==> config.mk <==
export PLATFORM = sky130hd
export DESIGN_NAME = fpu_exception_detection
export DESIGN_NICKNAME = d
export VERILOG_FILES = /design/src/fpu_exc_pkg.sv /design/src/operand_classifier.sv /design/src/fpu_exception_detection.sv
export SDC_FILE = /design/constraint.sdc
export NUM_CORES = 1
export LEC_CHECK = 0
export BUFFER_PORTS_ARGS = -buffer_cell sky130_fd_sc_hd__buf_2
export CORE_AREA = 2 2 137 139
export DETAILED_ROUTE_END_ITERATION = 8
export DIE_AREA = 0 0 139 141
export PLACE_DENSITY_LB_ADDON = 0.08
export SLEW_MARGIN = 40
export SYNTH_ARGS = -nofsm -noshare
export SYNTH_HDL_FRONTEND = slang
export SYNTH_SLANG_ARGS = --single-unit
==> constraint.sdc <==
create_clock -name ref_clk -period 3.6 [get_ports ref_clk]
set_input_delay 0 -clock ref_clk [delete_from_list [all_inputs] [get_ports ref_clk]]
set_output_delay 0 -clock ref_clk [all_outputs]
set_load 0.02 [all_outputs]
==> src/fpu_exc_pkg.sv <==
// Package of constants, types and carriers for the floating-point exception unit.
package fpu_exc_pkg;

   // ****************************************************************
   // Register byte offsets on the AHB-Lite bus
   // ****************************************************************
   localparam logic [7:0] OFS_STATUS = 8'h00;
   localparam logic [7:0] OFS_CONTROL = 8'h04;
   localparam logic [7:0] OFS_SYSCTL = 8'h08;
   localparam logic [7:0] OFS_FAULT_SEL = 8'h0C;
   localparam logic [7:0] OFS_FAULT_IP = 8'h10;
   localparam logic [7:0] OFS_CAUSE = 8'h14;

   // ****************************************************************
   // Status word fields
   // ****************************************************************
   localparam int BIT_INVALID = 0;
   localparam int BIT_DENORM = 1;
   localparam int BIT_ZDIV = 2;
   localparam int BIT_OVF = 3;
   localparam int BIT_UNF = 4;
   localparam int BIT_PREC = 5;
   localparam int BIT_STACK = 6;
   localparam int BIT_SUMMARY = 7;
   localparam int BIT_C1 = 9;
   localparam logic [15:0] STATUS_RST = 16'h0000;
   localparam logic [15:0] STATUS_WMASK = 16'h02FF;

   // ****************************************************************
   // Control word fields: masks in bits 5..0, precision, rounding, defer
   // ****************************************************************
   localparam int CTL_PC_LO = 8;
   localparam int CTL_RC_LO = 10;
   localparam int CTL_DEFER = 15;
   localparam logic [15:0] CONTROL_RST = 16'h037F;
   localparam logic [15:0] CONTROL_WMASK = 16'h8F3F;

   // ****************************************************************
   // System control register fields
   // ****************************************************************
   localparam int SYS_EM = 2;
   localparam int SYS_TS = 3;
   localparam int SYS_NE = 5;
   localparam logic [31:0] SYSCTL_RST = 32'h0000_0000;
   localparam logic [31:0] SYSCTL_WMASK = 32'h0000_002C;

   // ****************************************************************
   // Vectors, precisions and rounding codes
   // ****************************************************************
   localparam logic [7:0] VEC_UD = 8'h06;
   localparam logic [7:0] VEC_NM = 8'h07;
   localparam logic [7:0] VEC_MF = 8'h10;
   localparam logic [1:0] PREC_EXT = 2'h3;
   localparam logic [1:0] RC_CHOP = 2'h3;
   localparam logic [14:0] EXP_ONES = 15'h7FFF;

   // ****************************************************************
   // Enumerations
   // ****************************************************************
   typedef enum logic [2:0] {
      CLS_ZERO = 3'b000,
      CLS_DENORMAL = 3'b001,
      CLS_NORMAL = 3'b010,
      CLS_INF = 3'b011,
      CLS_QNAN = 3'b100,
      CLS_SNAN = 3'b101,
      CLS_UNSUPPORTED = 3'b110
   } operand_class_t;

   typedef enum logic [3:0] {
      OP_ARITH = 4'h0,
      OP_COMPARE = 4'h1,
      OP_STORE_INT = 4'h2,
      OP_STORE_BCD = 4'h3,
      OP_SQRT = 4'h4,
      OP_DIV = 4'h5,
      OP_PREM = 4'h6,
      OP_TRANS = 4'h7,
      OP_EXTRACT = 4'h8,
      OP_LOAD = 4'h9
   } op_class_t;

   typedef enum logic [2:0] {
      RES_NORMAL = 3'b000,
      RES_QNAN = 3'b001,
      RES_INDEFINITE = 3'b010,
      RES_MAX_FINITE = 3'b011,
      RES_INF = 3'b100,
      RES_ADJUSTED = 3'b101
   } result_sel_t;

   typedef enum logic [2:0] {
      CAUSE_NONE = 3'b000,
      CAUSE_INVALID = 3'b001,
      CAUSE_DENORM = 3'b010,
      CAUSE_ZDIV = 3'b011,
      CAUSE_OVF = 3'b100,
      CAUSE_UNF = 3'b101,
      CAUSE_PREC = 3'b110
   } cause_t;

   typedef enum logic [1:0] {
      BUS_IDLE = 2'b00,
      BUS_DATA = 2'b01
   } bus_state_t;

   // ****************************************************************
   // Carriers between the integer core and the unit
   // ****************************************************************
   typedef struct packed {
      logic valid;
      logic defined;
      op_class_t op;
      logic use_b;
      logic uses_pc;
      logic fixed_prec_en;
      logic [1:0] fixed_prec;
      logic to_stack;
      logic [15:0] prefix_sel;
      logic [31:0] prefix_ip;
      logic [1:0][79:0] opnd;
      logic zero_divide;
      logic res_overflow;
      logic res_tiny;
      logic res_loss;
      logic res_inexact;
      logic stack_over;
      logic stack_under;
   } fp_req_t;

   typedef struct packed {
      logic done;
      logic retry;
      logic vec_valid;
      logic [7:0] vec_num;
      result_sel_t result;
      logic [1:0] round_prec;
      logic [1:0] normalize;
   } fp_resp_t;

endpackage

==> src/operand_classifier.sv <==
// Classifier of one 80-bit extended-precision operand encoding.
`timescale 1ns/1ns
module operand_classifier
   import fpu_exc_pkg::*;
(
   // Operand in
   input wire logic [79:0] value,
   // Class out
   output operand_class_t cls
);

   logic [14:0] expo;
   logic int_bit;
   logic [62:0] frac;

   // Split the encoding into exponent, explicit integer bit and fraction.
   assign expo = value[78:64];
   assign int_bit = value[63];
   assign frac = value[62:0];

   // Encodings with a clear integer bit and a nonzero exponent are unsupported.
   always_comb
   begin
      if (expo == 15'h0000)
      begin
         cls = ({int_bit, frac} == 64'h0000_0000_0000_0000) ? CLS_ZERO : CLS_DENORMAL;
      end
      else if (!int_bit)
      begin
         cls = CLS_UNSUPPORTED;
      end
      else if (expo == EXP_ONES)
      begin
         if (frac == 63'h0000_0000_0000_0000)
            cls = CLS_INF;
         else
            cls = frac[62] ? CLS_QNAN : CLS_SNAN;
      end
      else
      begin
         cls = CLS_NORMAL;
      end
   end

endmodule

==> src/fpu_exception_detection.sv <==
// Exception detection, flag keeping and reporting for the floating-point unit.
// Notes on behaviour
// - Signaling and quiet NaNs are told apart; generated NaNs are quiet, quiet ones pass.
// - Signaling NaN raises invalid; compare and integer or BCD stores also on quiet NaN.
// - Unsupported encodings are never produced and raise invalid in arithmetic.
// - With denormal masked, denormal operands are normalized before use.
// - Transcendental and exponent extraction raise denormal on denormal operands.
// - Masked overflow under chop rounding yields the largest finite value of that sign.
// - Unmasked overflow also sets the precision flag.
// - Unmasked stack overflow result rounds by precision field or opcode precision.
// - Masked underflow is flagged only when tiny and accuracy is lost.
// - Unmasked stack underflow adjusts exponent then rounds by field or extended.
// - Denormal holds the same priority whether masked or not.
// - Fault address saved is the first prefix byte of the instruction.
// - Undefined opcode raises vector 6.
// - Any opcode raises vector 7 while task switched or emulate is set.
// - Undefined opcode does not check or report pending errors.
// - Unmasked exception raises error output at completion, or deferred to next.
// - With an exception pending, the next instruction does not execute.
// - Root, divide, remainder and conversions normalize denormals without invalid.
// - Error select bit routes errors to vector 16 or the pin; resets clear.
// - Stack fault sets invalid and stack fault, C1 shows overflow versus underflow.
`timescale 1ns/1ns
module fpu_exception_detection
   import fpu_exc_pkg::*;
(
   // Clock and reset
   input wire logic ref_clk,
   input wire logic rst,
   // AHB-Lite slave
   input wire logic hsel,
   input wire logic [31:0] haddr,
   input wire logic [1:0] htrans,
   input wire logic hwrite,
   input wire logic [2:0] hsize,
   input wire logic [31:0] hwdata,
   input wire logic hready,
   output logic hreadyout,
   output logic [31:0] hrdata,
   output logic hresp,
   // Instruction dispatch from the integer core
   input wire fp_req_t req,
   output fp_resp_t resp,
   // External error output
   output logic fp_error_out
);

   // ****************************************************************
   // Declarations
   // ****************************************************************
   bus_state_t bus_state_reg, bus_state_next;
   logic [7:0] addr_reg, addr_next;
   logic wr_reg, wr_next;
   logic hreadyout_reg, hreadyout_next;
   logic [31:0] hrdata_reg, hrdata_next;
   logic [15:0] status_reg, status_next;
   logic [15:0] control_reg, control_next;
   logic [31:0] sysctl_reg, sysctl_next;
   logic [15:0] fault_sel_reg, fault_sel_next;
   logic [31:0] fault_ip_reg, fault_ip_next;
   cause_t cause_reg, cause_next;
   fp_resp_t resp_reg, resp_next;
   logic fp_error_out_reg, fp_error_out_next;
   operand_class_t opnd_cls [2];
   logic bus_wr, status_wr, tsem, pending, exec_go, unmasked, norm_op;
   logic any_snan, any_qnan, any_unsup, any_denorm;
   logic inv, den, zd, ovf, unf, prec;
   logic [5:0] hw_set, masks;
   logic [1:0] rc, prec_sel;

   // ****************************************************************
   // Operand classification
   // ****************************************************************
   // One classifier per source operand.
   for (genvar g = 0; g < 2; g++)
   begin : g_cls
      operand_classifier u_cls (
         .value(req.opnd[g]),
         .cls(opnd_cls[g])
      );
   end

   // ****************************************************************
   // Exception detection
   // ****************************************************************
   // Common terms of the dispatch decision.
   assign masks = control_reg[5:0];
   assign rc = control_reg[CTL_RC_LO +: 2];
   assign tsem = sysctl_reg[SYS_TS] | sysctl_reg[SYS_EM];
   assign pending = status_reg[BIT_SUMMARY];
   assign exec_go = req.valid & req.defined & !tsem & !pending;
   assign bus_wr = (bus_state_reg == BUS_DATA) & wr_reg;
   assign status_wr = bus_wr & (addr_reg == OFS_STATUS);

   // Raise the exception terms of an executing instruction.
   always_comb
   begin
      any_snan = 1'b0;
      any_qnan = 1'b0;
      any_unsup = 1'b0;
      any_denorm = 1'b0;
      for (int i = 0; i < 2; i++)
      begin
         if ((i == 0) || req.use_b)
         begin
            any_snan = any_snan | (opnd_cls[i] == CLS_SNAN);
            any_qnan = any_qnan | (opnd_cls[i] == CLS_QNAN);
            any_unsup = any_unsup | (opnd_cls[i] == CLS_UNSUPPORTED);
            any_denorm = any_denorm | (opnd_cls[i] == CLS_DENORMAL);
         end
      end
      // Quiet NaNs fault only for compare and the integer and BCD stores.
      inv = any_snan | (any_qnan & ((req.op == OP_COMPARE) | (req.op == OP_STORE_INT)
            | (req.op == OP_STORE_BCD)));
      inv = inv | (any_unsup & (req.op != OP_LOAD));
      inv = inv | req.stack_over | req.stack_under;
      // A denormal never feeds the invalid term, only its own flag.
      den = any_denorm & (req.op != OP_LOAD) & !inv;
      zd = req.zero_divide & !inv;
      ovf = req.res_overflow & !inv;
      unf = req.res_tiny & !inv & (masks[BIT_UNF] ? req.res_loss : 1'b1);
      prec = (req.res_inexact | ovf) & !inv;
      hw_set = exec_go ? {prec, unf, ovf, zd, den, inv} : 6'h00;
      unmasked = |(hw_set & ~masks);
      norm_op = (req.op == OP_SQRT) | (req.op == OP_DIV) | (req.op == OP_PREM)
            | (req.op == OP_STORE_INT) | (req.op == OP_STORE_BCD);
      prec_sel = req.fixed_prec_en ? req.fixed_prec
            : (req.uses_pc ? control_reg[CTL_PC_LO +: 2] : PREC_EXT);
   end

   // ****************************************************************
   // Dispatch answer, flags and error output
   // ****************************************************************
   // Decide the answer to a dispatched instruction and update the flags.
   always_comb
   begin
      resp_next = '0;
      resp_next.round_prec = PREC_EXT;
      cause_next = cause_reg;
      fault_sel_next = fault_sel_reg;
      fault_ip_next = fault_ip_reg;
      fp_error_out_next = fp_error_out_reg;
      status_next = status_wr ? (hwdata[15:0] & STATUS_WMASK) : status_reg;
      if (req.valid && tsem)
      begin
         resp_next.vec_valid = 1'b1;
         resp_next.vec_num = VEC_NM;
      end
      else if (req.valid && !req.defined)
      begin
         resp_next.vec_valid = 1'b1;
         resp_next.vec_num = VEC_UD;
      end
      else if (req.valid && pending)
      begin
         // The blocked instruction is reported, not executed.
         resp_next.retry = 1'b1;
         if (sysctl_reg[SYS_NE])
         begin
            resp_next.vec_valid = 1'b1;
            resp_next.vec_num = VEC_MF;
         end
         else
            fp_error_out_next = 1'b1;
      end
      else if (exec_go)
      begin
         resp_next.done = 1'b1;
         resp_next.round_prec = prec_sel;
         for (int i = 0; i < 2; i++)
         begin
            resp_next.normalize[i] = ((i == 0) || req.use_b) && (opnd_cls[i] == CLS_DENORMAL)
                  && (masks[BIT_DENORM] || norm_op);
         end
         if (inv)
            resp_next.result = (any_snan | any_qnan) & !any_unsup ? RES_QNAN : RES_INDEFINITE;
         else if (ovf && masks[BIT_OVF])
            resp_next.result = (rc == RC_CHOP) ? RES_MAX_FINITE : RES_INF;
         else if ((ovf && !masks[BIT_OVF]) || (unf && !masks[BIT_UNF]))
            resp_next.result = req.to_stack ? RES_ADJUSTED : RES_NORMAL;
         else
            resp_next.result = RES_NORMAL;
         // Fixed order: denormal sits second whatever its mask.
         if (inv)
            cause_next = CAUSE_INVALID;
         else if (den)
            cause_next = CAUSE_DENORM;
         else if (zd)
            cause_next = CAUSE_ZDIV;
         else if (ovf)
            cause_next = CAUSE_OVF;
         else if (unf)
            cause_next = CAUSE_UNF;
         else if (prec)
            cause_next = CAUSE_PREC;
         if (unmasked)
         begin
            status_next[BIT_SUMMARY] = 1'b1;
            fault_sel_next = req.prefix_sel;
            fault_ip_next = req.prefix_ip;
            fp_error_out_next = !sysctl_reg[SYS_NE] && !control_reg[CTL_DEFER];
         end
         if (req.stack_over || req.stack_under)
         begin
            status_next[BIT_STACK] = 1'b1;
            status_next[BIT_C1] = req.stack_over;
         end
      end
      // Hardware sets win over a software clear in the same cycle.
      status_next[5:0] = status_next[5:0] | hw_set;
      if (!status_next[BIT_SUMMARY])
         fp_error_out_next = 1'b0;
   end

   // Register the dispatch answer, flags and error output.
   always_ff @(posedge ref_clk)
   begin
      if (rst)
      begin
         resp_reg <= '0;
         cause_reg <= CAUSE_NONE;
         fault_sel_reg <= 16'h0000;
         fault_ip_reg <= 32'h0000_0000;
         fp_error_out_reg <= 1'b0;
         status_reg <= STATUS_RST;
      end
      else
      begin
         resp_reg <= resp_next;
         cause_reg <= cause_next;
         fault_sel_reg <= fault_sel_next;
         fault_ip_reg <= fault_ip_next;
         fp_error_out_reg <= fp_error_out_next;
         status_reg <= status_next;
      end
   end

   // ****************************************************************
   // AHB-Lite register slave
   // ****************************************************************
   // Each transfer takes one wait state, then read data stands from a flop.
   always_comb
   begin
      bus_state_next = bus_state_reg;
      addr_next = addr_reg;
      wr_next = wr_reg;
      hreadyout_next = hreadyout_reg;
      hrdata_next = hrdata_reg;
      control_next = control_reg;
      sysctl_next = sysctl_reg;
      unique case (bus_state_reg)
         BUS_IDLE:
         begin
            hreadyout_next = 1'b1;
            if (hsel && hready && htrans[1])
            begin
               addr_next = haddr[7:0];
               wr_next = hwrite;
               hreadyout_next = 1'b0;
               bus_state_next = BUS_DATA;
            end
         end
         BUS_DATA:
         begin
            hreadyout_next = 1'b1;
            bus_state_next = BUS_IDLE;
            if (wr_reg && (addr_reg == OFS_CONTROL))
               control_next = hwdata[15:0] & CONTROL_WMASK;
            if (wr_reg && (addr_reg == OFS_SYSCTL))
               sysctl_next = hwdata & SYSCTL_WMASK;
            unique case (addr_reg)
               OFS_STATUS: hrdata_next = {16'h0000, status_reg};
               OFS_CONTROL: hrdata_next = {16'h0000, control_reg};
               OFS_SYSCTL: hrdata_next = sysctl_reg;
               OFS_FAULT_SEL: hrdata_next = {16'h0000, fault_sel_reg};
               OFS_FAULT_IP: hrdata_next = fault_ip_reg;
               OFS_CAUSE: hrdata_next = {29'h0000_0000, cause_reg};
               default: hrdata_next = 32'h0000_0000;
            endcase
         end
         default: bus_state_next = BUS_IDLE;
      endcase
   end

   // Register the bus state and the control and system control registers.
   always_ff @(posedge ref_clk)
   begin
      if (rst)
      begin
         bus_state_reg <= BUS_IDLE;
         addr_reg <= 8'h00;
         wr_reg <= 1'b0;
         hreadyout_reg <= 1'b1;
         hrdata_reg <= 32'h0000_0000;
         control_reg <= CONTROL_RST;
         sysctl_reg <= SYSCTL_RST;
      end
      else
      begin
         bus_state_reg <= bus_state_next;
         addr_reg <= addr_next;
         wr_reg <= wr_next;
         hreadyout_reg <= hreadyout_next;
         hrdata_reg <= hrdata_next;
         control_reg <= control_next;
         sysctl_reg <= sysctl_next;
      end
   end

   // Outputs straight from flops; hresp is tied low.
   assign hreadyout = hreadyout_reg;
   assign hrdata = hrdata_reg;
   assign hresp = 1'b0;
   assign resp = resp_reg;
   assign fp_error_out = fp_error_out_reg;
endmodule

# Word-level counts from Yosys, hierarchy flattened
# Index checks and enable logic that the tools add are counted.
[totals] mem_count=0 in_bits=301 mem_bits_rw=0 reg_bits=137 romBits=0 out_inout_bits=53 latchBits=0
[op_classes] n_div=0 n_lt_le_gt_ge=0 shifts=0 eq_ne=24 reduce_logical=51 n_bitwise=41 n_addsub=0 mux=60 mul=0
[op_table] cell="$pmux W32 S6" count=1
[op_table] cell="$logic_not A64 Y1" count=2
[op_table] cell="$logic_not A63 Y1" count=2
[op_table] cell="$mux W3" count=19
[op_table] cell="$eq A15 B15 Y1 const B" count=2
[op_table] cell="$logic_not A15 Y1" count=2
[op_table] cell="$mux W9" count=3
[op_table] cell="$mux W1" count=22
[op_table] cell="$mux W10" count=2
[op_table] cell="$eq A3 B3 Y1 const B" count=6
[op_table] cell="$or A1 B1 Y1" count=17
[op_table] cell="$eq A8 B4 Y1 const B" count=2
[op_table] cell="$eq A8 B5 Y1 const B" count=2
[op_table] cell="$mux W4" count=4
[op_table] cell="$and A1 B1 Y1" count=15
[op_table] cell="$reduce_and A5 Y1" count=3
[op_table] cell="$logic_and A1 B1 Y1" count=14
[op_table] cell="$mux W2" count=7
[op_table] cell="$eq A4 B3 Y1 const B" count=3
[op_table] cell="$logic_not A1 Y1" count=9
[op_table] cell="$eq A4 B2 Y1 const B" count=2
[op_table] cell="$eq A8 B3 Y1 const B" count=1
[op_table] cell="$logic_not A8 Y1" count=1
[op_table] cell="$reduce_or A4 Y1" count=2
[op_table] cell="20 further kinds" count=33

# Depth between registers and ports, before layout
[logic_depth] word_depth=27 depth_mapped=10 ltp_nobuf=7

# Hierarchy
# Synthesis repeated with hierarchy kept, for this count alone.
[hier_totals] cells_unflattened=734 hier_area_um2=6518.8
[by_module_without_submodules] module="fpu_exception_detection" area_each_um2=6028.3 cells_per_inst=660 n_inst=1
[by_module_without_submodules] module="operand_classifier" area_each_um2=245.2 cells_per_inst=37 n_inst=2

# Worst setup path before layout
# OpenSTA, ideal clock, no wires.
[synth_path] path_kind="input to register" from="input port req[125] (netlist name)" to="register fault_ip_reg[14]" slack_ns=1.396 required_time_ns=3.528 stages=10 arrival_time_ns=2.132 path_cell_list="nor4_1 -> nand4_1 -> nor4_2 -> o221ai_2 -> or2_0 -> buf_2 -> a221oi_2 -> buf_6 -> buf_8 -> mux2i_1"
[synth_via] elab_chain_cells=21
[synth_rtl] item="start: declaration" line_no="fpu_exception_detection.sv:42" text="input wire fp_req_t req,"
[synth_rtl] item="$logic_not A63 Y1" line_no="operand_classifier.sv:34" text="if (frac == 63'h0000_0000_0000_0000)"
[synth_rtl] item="$mux W3" line_no="operand_classifier.sv:34"
[synth_rtl] item="$mux W3" line_no="operand_classifier.sv:32" text="else if (expo == EXP_ONES)"
[synth_rtl] item="$mux W3" line_no="operand_classifier.sv:28" text="else if (!int_bit)"
[synth_rtl] item="$mux W3 *" line_no="operand_classifier.sv:24" text="if (expo == 15'h0000)"
[synth_rtl] item="$eq A3 B3 Y1" line_no="fpu_exception_detection.sv:107" text="any_qnan = any_qnan | (opnd_cls[i] == CLS_QNAN);"
[synth_rtl] item="$or A1 B1 Y1" line_no="fpu_exception_detection.sv:107"
[synth_rtl] item="$mux W1" line_no="fpu_exception_detection.sv:104" text="if ((i == 0) || req.use_b)"
[synth_rtl] item="(+5 left out)"
[synth_rtl] item="$logic_not A1 Y1"
[synth_rtl] item="$and A1 B1 Y1" line_no="fpu_exception_detection.sv:120" text="ovf = req.res_overflow & !inv;"
[synth_rtl] item="$or A1 B1 Y1" line_no="fpu_exception_detection.sv:122" text="prec = (req.res_inexact | ovf) & !inv;"
[synth_rtl] item="$and A1 B1 Y1" line_no="fpu_exception_detection.sv:122"
[synth_rtl] item="$mux W6 *" line_no="fpu_exception_detection.sv:123" text="hw_set = exec_go ? {prec, unf, ovf, zd, den, inv} : 6'h00;"
[synth_rtl] item="$and A6 B6 Y6 *" line_no="fpu_exception_detection.sv:124" text="unmasked = |(hw_set & ~masks);"
[synth_rtl] item="$reduce_or A6 Y1 *" line_no="fpu_exception_detection.sv:124"
[synth_rtl] item="$reduce_and A5 Y1 (no source line) *"
[synth_rtl] item="end signal: assignment" line_no="fpu_exception_detection.sv:232" text="fault_ip_reg <= fault_ip_next;"
[synth_rtl] item="end: declaration" line_no="fpu_exception_detection.sv:60" text="logic [31:0] fault_ip_reg, fault_ip_next;"
# Mark *: on every way between the ends. The rest lies on a longest branch, timed or not.
# A chain may end at the register's enable or synchronous reset.

# Worst setup path in the final report
[layout_path] from="register addr_reg[7]" to="register status_reg[9]"
[layout_via] elab_chain_cells=8
[layout_rtl] item="start: declaration" line_no="fpu_exception_detection.sv:52" text="logic [7:0] addr_reg, addr_next;"
[layout_rtl] item="start signal: assignment" line_no="fpu_exception_detection.sv:301" text="addr_reg <= addr_next;"
[layout_rtl] item="$logic_not A8 Y1 *" line_no="fpu_exception_detection.sv:93" text="assign status_wr = bus_wr & (addr_reg == OFS_STATUS);"
[layout_rtl] item="$and A1 B1 Y1 *" line_no="fpu_exception_detection.sv:93"
[layout_rtl] item="$mux W10 *" line_no="fpu_exception_detection.sv:143" text="status_next = status_wr ? (hwdata[15:0] & STATUS_WMASK) : status_reg;"
[layout_rtl] item="$mux W1" line_no="fpu_exception_detection.sv:203" text="if (req.stack_over || req.stack_under)"
[layout_rtl] item="$mux W1" line_no="fpu_exception_detection.sv:166" text="else if (exec_go)"
[layout_rtl] item="$mux W1" line_no="fpu_exception_detection.sv:154" text="else if (req.valid && pending)"
[layout_rtl] item="$mux W1" line_no="fpu_exception_detection.sv:149" text="else if (req.valid && !req.defined)"
[layout_rtl] item="$mux W1 *" line_no="fpu_exception_detection.sv:144" text="if (req.valid && tsem)"
[layout_rtl] item="end signal: assignment" line_no="fpu_exception_detection.sv:234" text="status_reg <= status_next;"
[layout_rtl] item="end: declaration" line_no="fpu_exception_detection.sv:56" text="logic [15:0] status_reg, status_next;"
# Marks and branches as above.

==> out/results.env <==
OUTCOME='complete, no violations'
MAX_BUFFERS_ROOT_TO_SINK=2
VIAS=6778
POSTPLACECELLAREA_SQ_MM=0.00802
NUM-FILL-CELLS=1806
DIE-AREA_SQ_MM=0.0196
CORE_OUTLINE_AREA_SQ_MM=0.0183
GRT_OVERFLOW=0
DRIVE_GT1_SHARE_PCT=31.3
CRITPATHMAXFANOUT=6
MET2_USE_GR_PCT=37.6
TIMING_WORST_SLEW_PIN_VALUE_PS=684
START_KIND='flip-flop'
LAYOUT.CELL_AREA.NON_FILLER_SQ_MM=0.00942
POWER_DENSITY_mW_PER_MM2=368
POST-DP-HPWL_UM=16300
DETAIL_ROUTE.DRC_VIOLATIONS=0
CTSHOLDBUFFERS=87
NUMCLOCKSINKS=132
FINAL_CELLS=1364
CRITPATHCAPTURETYPE='flip-flop'
GRT.MET1_USAGE_PCT=27.8
LEAKAGEPOWER_nW=4.01
GROUTE.LAYER.MET3.USAGE_PCT=4.96
YS_SEQ_AREA_SHARE_PCT=41.7
RSZ0062_AT_GRT='no'
WORST_SLACK_PS=830
FINAL-MAX-SLEW-VIOLATION-COUNT=0
FINAL_PERIOD_MINUS_WORST_SETUP_SLACK_PS=2770
DRV_CAP=0
VIA_COUNT_OF_THE_FIRST_GLOBAL_ROUTING_PASS=6652
R2R-START='addr_reg[7]'
SYNTH.FF_LATCH_COUNT=132
ROUTE.DETAILED.VIAS_PER_INST=4.97
WORST_EP_ARRIVAL_TIME_PS=3130
AVGSYNTHCELLAREA_SQ_UM=8.47
H-TREE-DEPTH=4
AREA_GROWTH_SYN_TO_LAYOUT_PCT=48.7
SETUP.REG_TO_REG.WORST_SLACK_PS=830
CTS_ROOT_CELL='clkbuf_16'
NUMPORTBUFFERS=299
POST_CTS.RESIZED_INSTANCES=0
NUMCTSBUFFERS=17
POWER.IR.VDD_WORST_uV=266
PLACEMENTROWS=50
POSTCTSSETUPREPAIRBUFS=0
WORSTHOLDPATHCELLS=4
TRACK_USAGE_PCT=22.2
REPORT.FINAL.HOLD_VIOL_COUNT=0
CRITICALPATHCATEGORY='reg2reg'
WL_UM=22100
SYNTH_CELL_TYPES=56
SYNTH-EDFF-COUNT=0
CLKSLEWWORSTSETUPHOLDPATHS_PS=50
SETUP_VIOLATIONS_FINAL=0
POST_SYNTH_INST_COUNT=748
CRITICAL_PATH_REQUIRED_PS=3960
MAPPEDNETLISTAREA_SQ_MM=0.00633
ROUTED_WIRE_LENGTH_PER_INSTANCE_UM=16.2
TRITONCTS='done'
START_UTIL_PCT=34.7
RR_ENDPOINT='status_reg[9]'
SLEW_HEADROOM_PCT=53.8
GRT_PASS1_WL_UM=34500
MAX_FREQ_GHz=0.361
IO_PINS=354
MOSTFREQUENTLAYOUTCELLS='buf_2, dfxtp_1, nand2b_1, dlygate4sd3_1, nand2_1'
DRT_PASS1_ITERATIONS=5
WORST_HOLD_CLASS='in2reg'
WORSTHOLDENDPOINT='cause_reg[0]'
PROPORTION_OF_REGISTER_BITS_WITH_ASYNCHRONOUS_SET_OR_RESET_AFTER_SYNTHESIS_PCT=0
PLACE_WS_PS=700
DR.FIRST_ITER.DRC_COUNT=311
NUM_ANTENNA_CELLS=0
GLOBALROUTE.BUSIESTLAYER='met2'
LAYOUT.CELLS.MOST_COMMON='buf_2'
FINISH.NET_COUNT=1422
DP.CELLS=1249
SUM_OF_NEGATIVE_SETUP_SLACK_PS=0
DIE_HEIGHT_UM=141
ANT_NETS=0
RR_WORST_DEPTH=9
TIMING.FINAL.CRIT_SHARE_PCT=76.9
FIN_WORST_SKEW_PS=9.93
POSTSYNTH.TOPFLOPCELL='dfxtp_1'
LARGEST_NET_DEGREE_AT_THE_START_OF_GLOBAL_ROUTING=105
CLK-INSERTION-DELAY-LATE_PS=420
HOLD_START='req[2]'
DIE-WIDTH_UM=139
SYNTHESIS.YOSYS.WARNINGS=0
ANTENNA_VIOLATIONS_BEFORE_REPAIR=0
GP_CONGESTION=0.806
==> Yosys cell counts, types with 3 or more instances <==
| cell | number | area [sq um] |
|---|---|---|
| a21oi_1 | 67 | 335 |
| a22oi_1 | 6 | 45.0 |
| a32oi_1 | 4 | 35.0 |
| and3_1 | 4 | 25.0 |
| and4_1 | 3 | 26.3 |
| buf_4 | 8 | 60.1 |
| clkbuf_1 | 37 | 139 |
| dfxtp_1 | 132 | 2640 |
| inv_1 | 13 | 48.8 |
| mux2_2 | 6 | 67.6 |
| mux2i_1 | 65 | 651 |
| mux4_2 | 3 | 67.6 |
| nand2_1 | 84 | 315 |
| nand2b_1 | 95 | 594 |
| nand3_1 | 35 | 175 |
| nand3b_1 | 4 | 30.0 |
| nand4_1 | 18 | 113 |
| nor2_1 | 52 | 195 |
| nor3_1 | 11 | 55.1 |
| nor4_1 | 40 | 250 |
| o21ai_0 | 15 | 75.1 |
==> worst max path at each step <==
stage | from | to | slack, ps | cells after the start
after global routing | addr_reg[7] | status_reg[9] | 610 | 9
after floorplan | req[125] | fault_ip_reg[14] | 1400 | 10
final | addr_reg[7] | status_reg[9] | 830 | 9
after detailed placement | req[88] | fault_ip_reg[15] | 700 | 10
after CTS | addr_reg[7] | status_reg[9] | 800 | 9
after global placement | req[88] | fault_ip_reg[31] | 680 | 10
==> power breakdown <==
part           total [W]  switching, W  internal [W]
combinational   0.000424      0.000193      0.000231
sequential       0.00149     0.0000140       0.00148
clock            0.00155      0.000602      0.000949
total            0.00347      0.000809       0.00266
==> worst max-delay path: stages, from the launching register on <==
cell           delay, ps
dfxtp_1              300
nor3_1               230
nand2_1              160
nor4_1               190
buf_4                190
nand3_1              350
buf_4                320
a221o_1              290
a21oi_1              120
dlygate4sd3_1        560
==> cell families (layout without fill, tap and decap cells) <==
logic type	Yosys count	in the layout	share of synthesized area [%]
other	1	5	0.0592
buffers and inverters	64	442	4.76
AND/OR/NAND/NOR	358	358	29.5
multiplexers	74	74	12.4
flip-flops	132	132	41.7
AO/OA/AOI/OAI	119	119	11.6
==> cell type report <==
| class | count | area (sq um) | share of cell area (%) |
|---|---|---|---|
| clock inverters | 5 | 27.5 | 0.292 |
| well taps | 234 | 293 | 3.11 |
| multi-input cells | 556 | 3420 | 36.3 |
| flip-flops and latches | 132 | 2640 | 28.1 |
| repair buffers | 400 | 2490 | 26.4 |
| clock buffers | 23 | 498 | 5.29 |
| inverters | 14 | 52.6 | 0.558 |
==> metal layers <==
metal  part of all wire (%)  up-vias  wire (um)
met1                     45     3168       9960
met4                    1.8        0        401
met2                     48      194      10700
met5                      0        -          0
li1                       -     3392          -
met3                    5.0       24       1110
==> per-stage QoR <==
| step | hold slack, ps | util, % | total power [W] |
|---|---|---|---|
| final | 11.3 | 51.6 | 0.00347 |
| after CTS | 1.28 | 51.6 | 0.00351 |
| after detailed placement | 230 | 43.9 | 0.00188 |
| after global placement | 231 | 43.9 | 0.00188 |
| after global routing | 20.9 | 51.6 | 0.00361 |
| after floorplan | 90.9 | - | 0.00167 |
No activity file was read; power rests on OpenSTA's default activity.
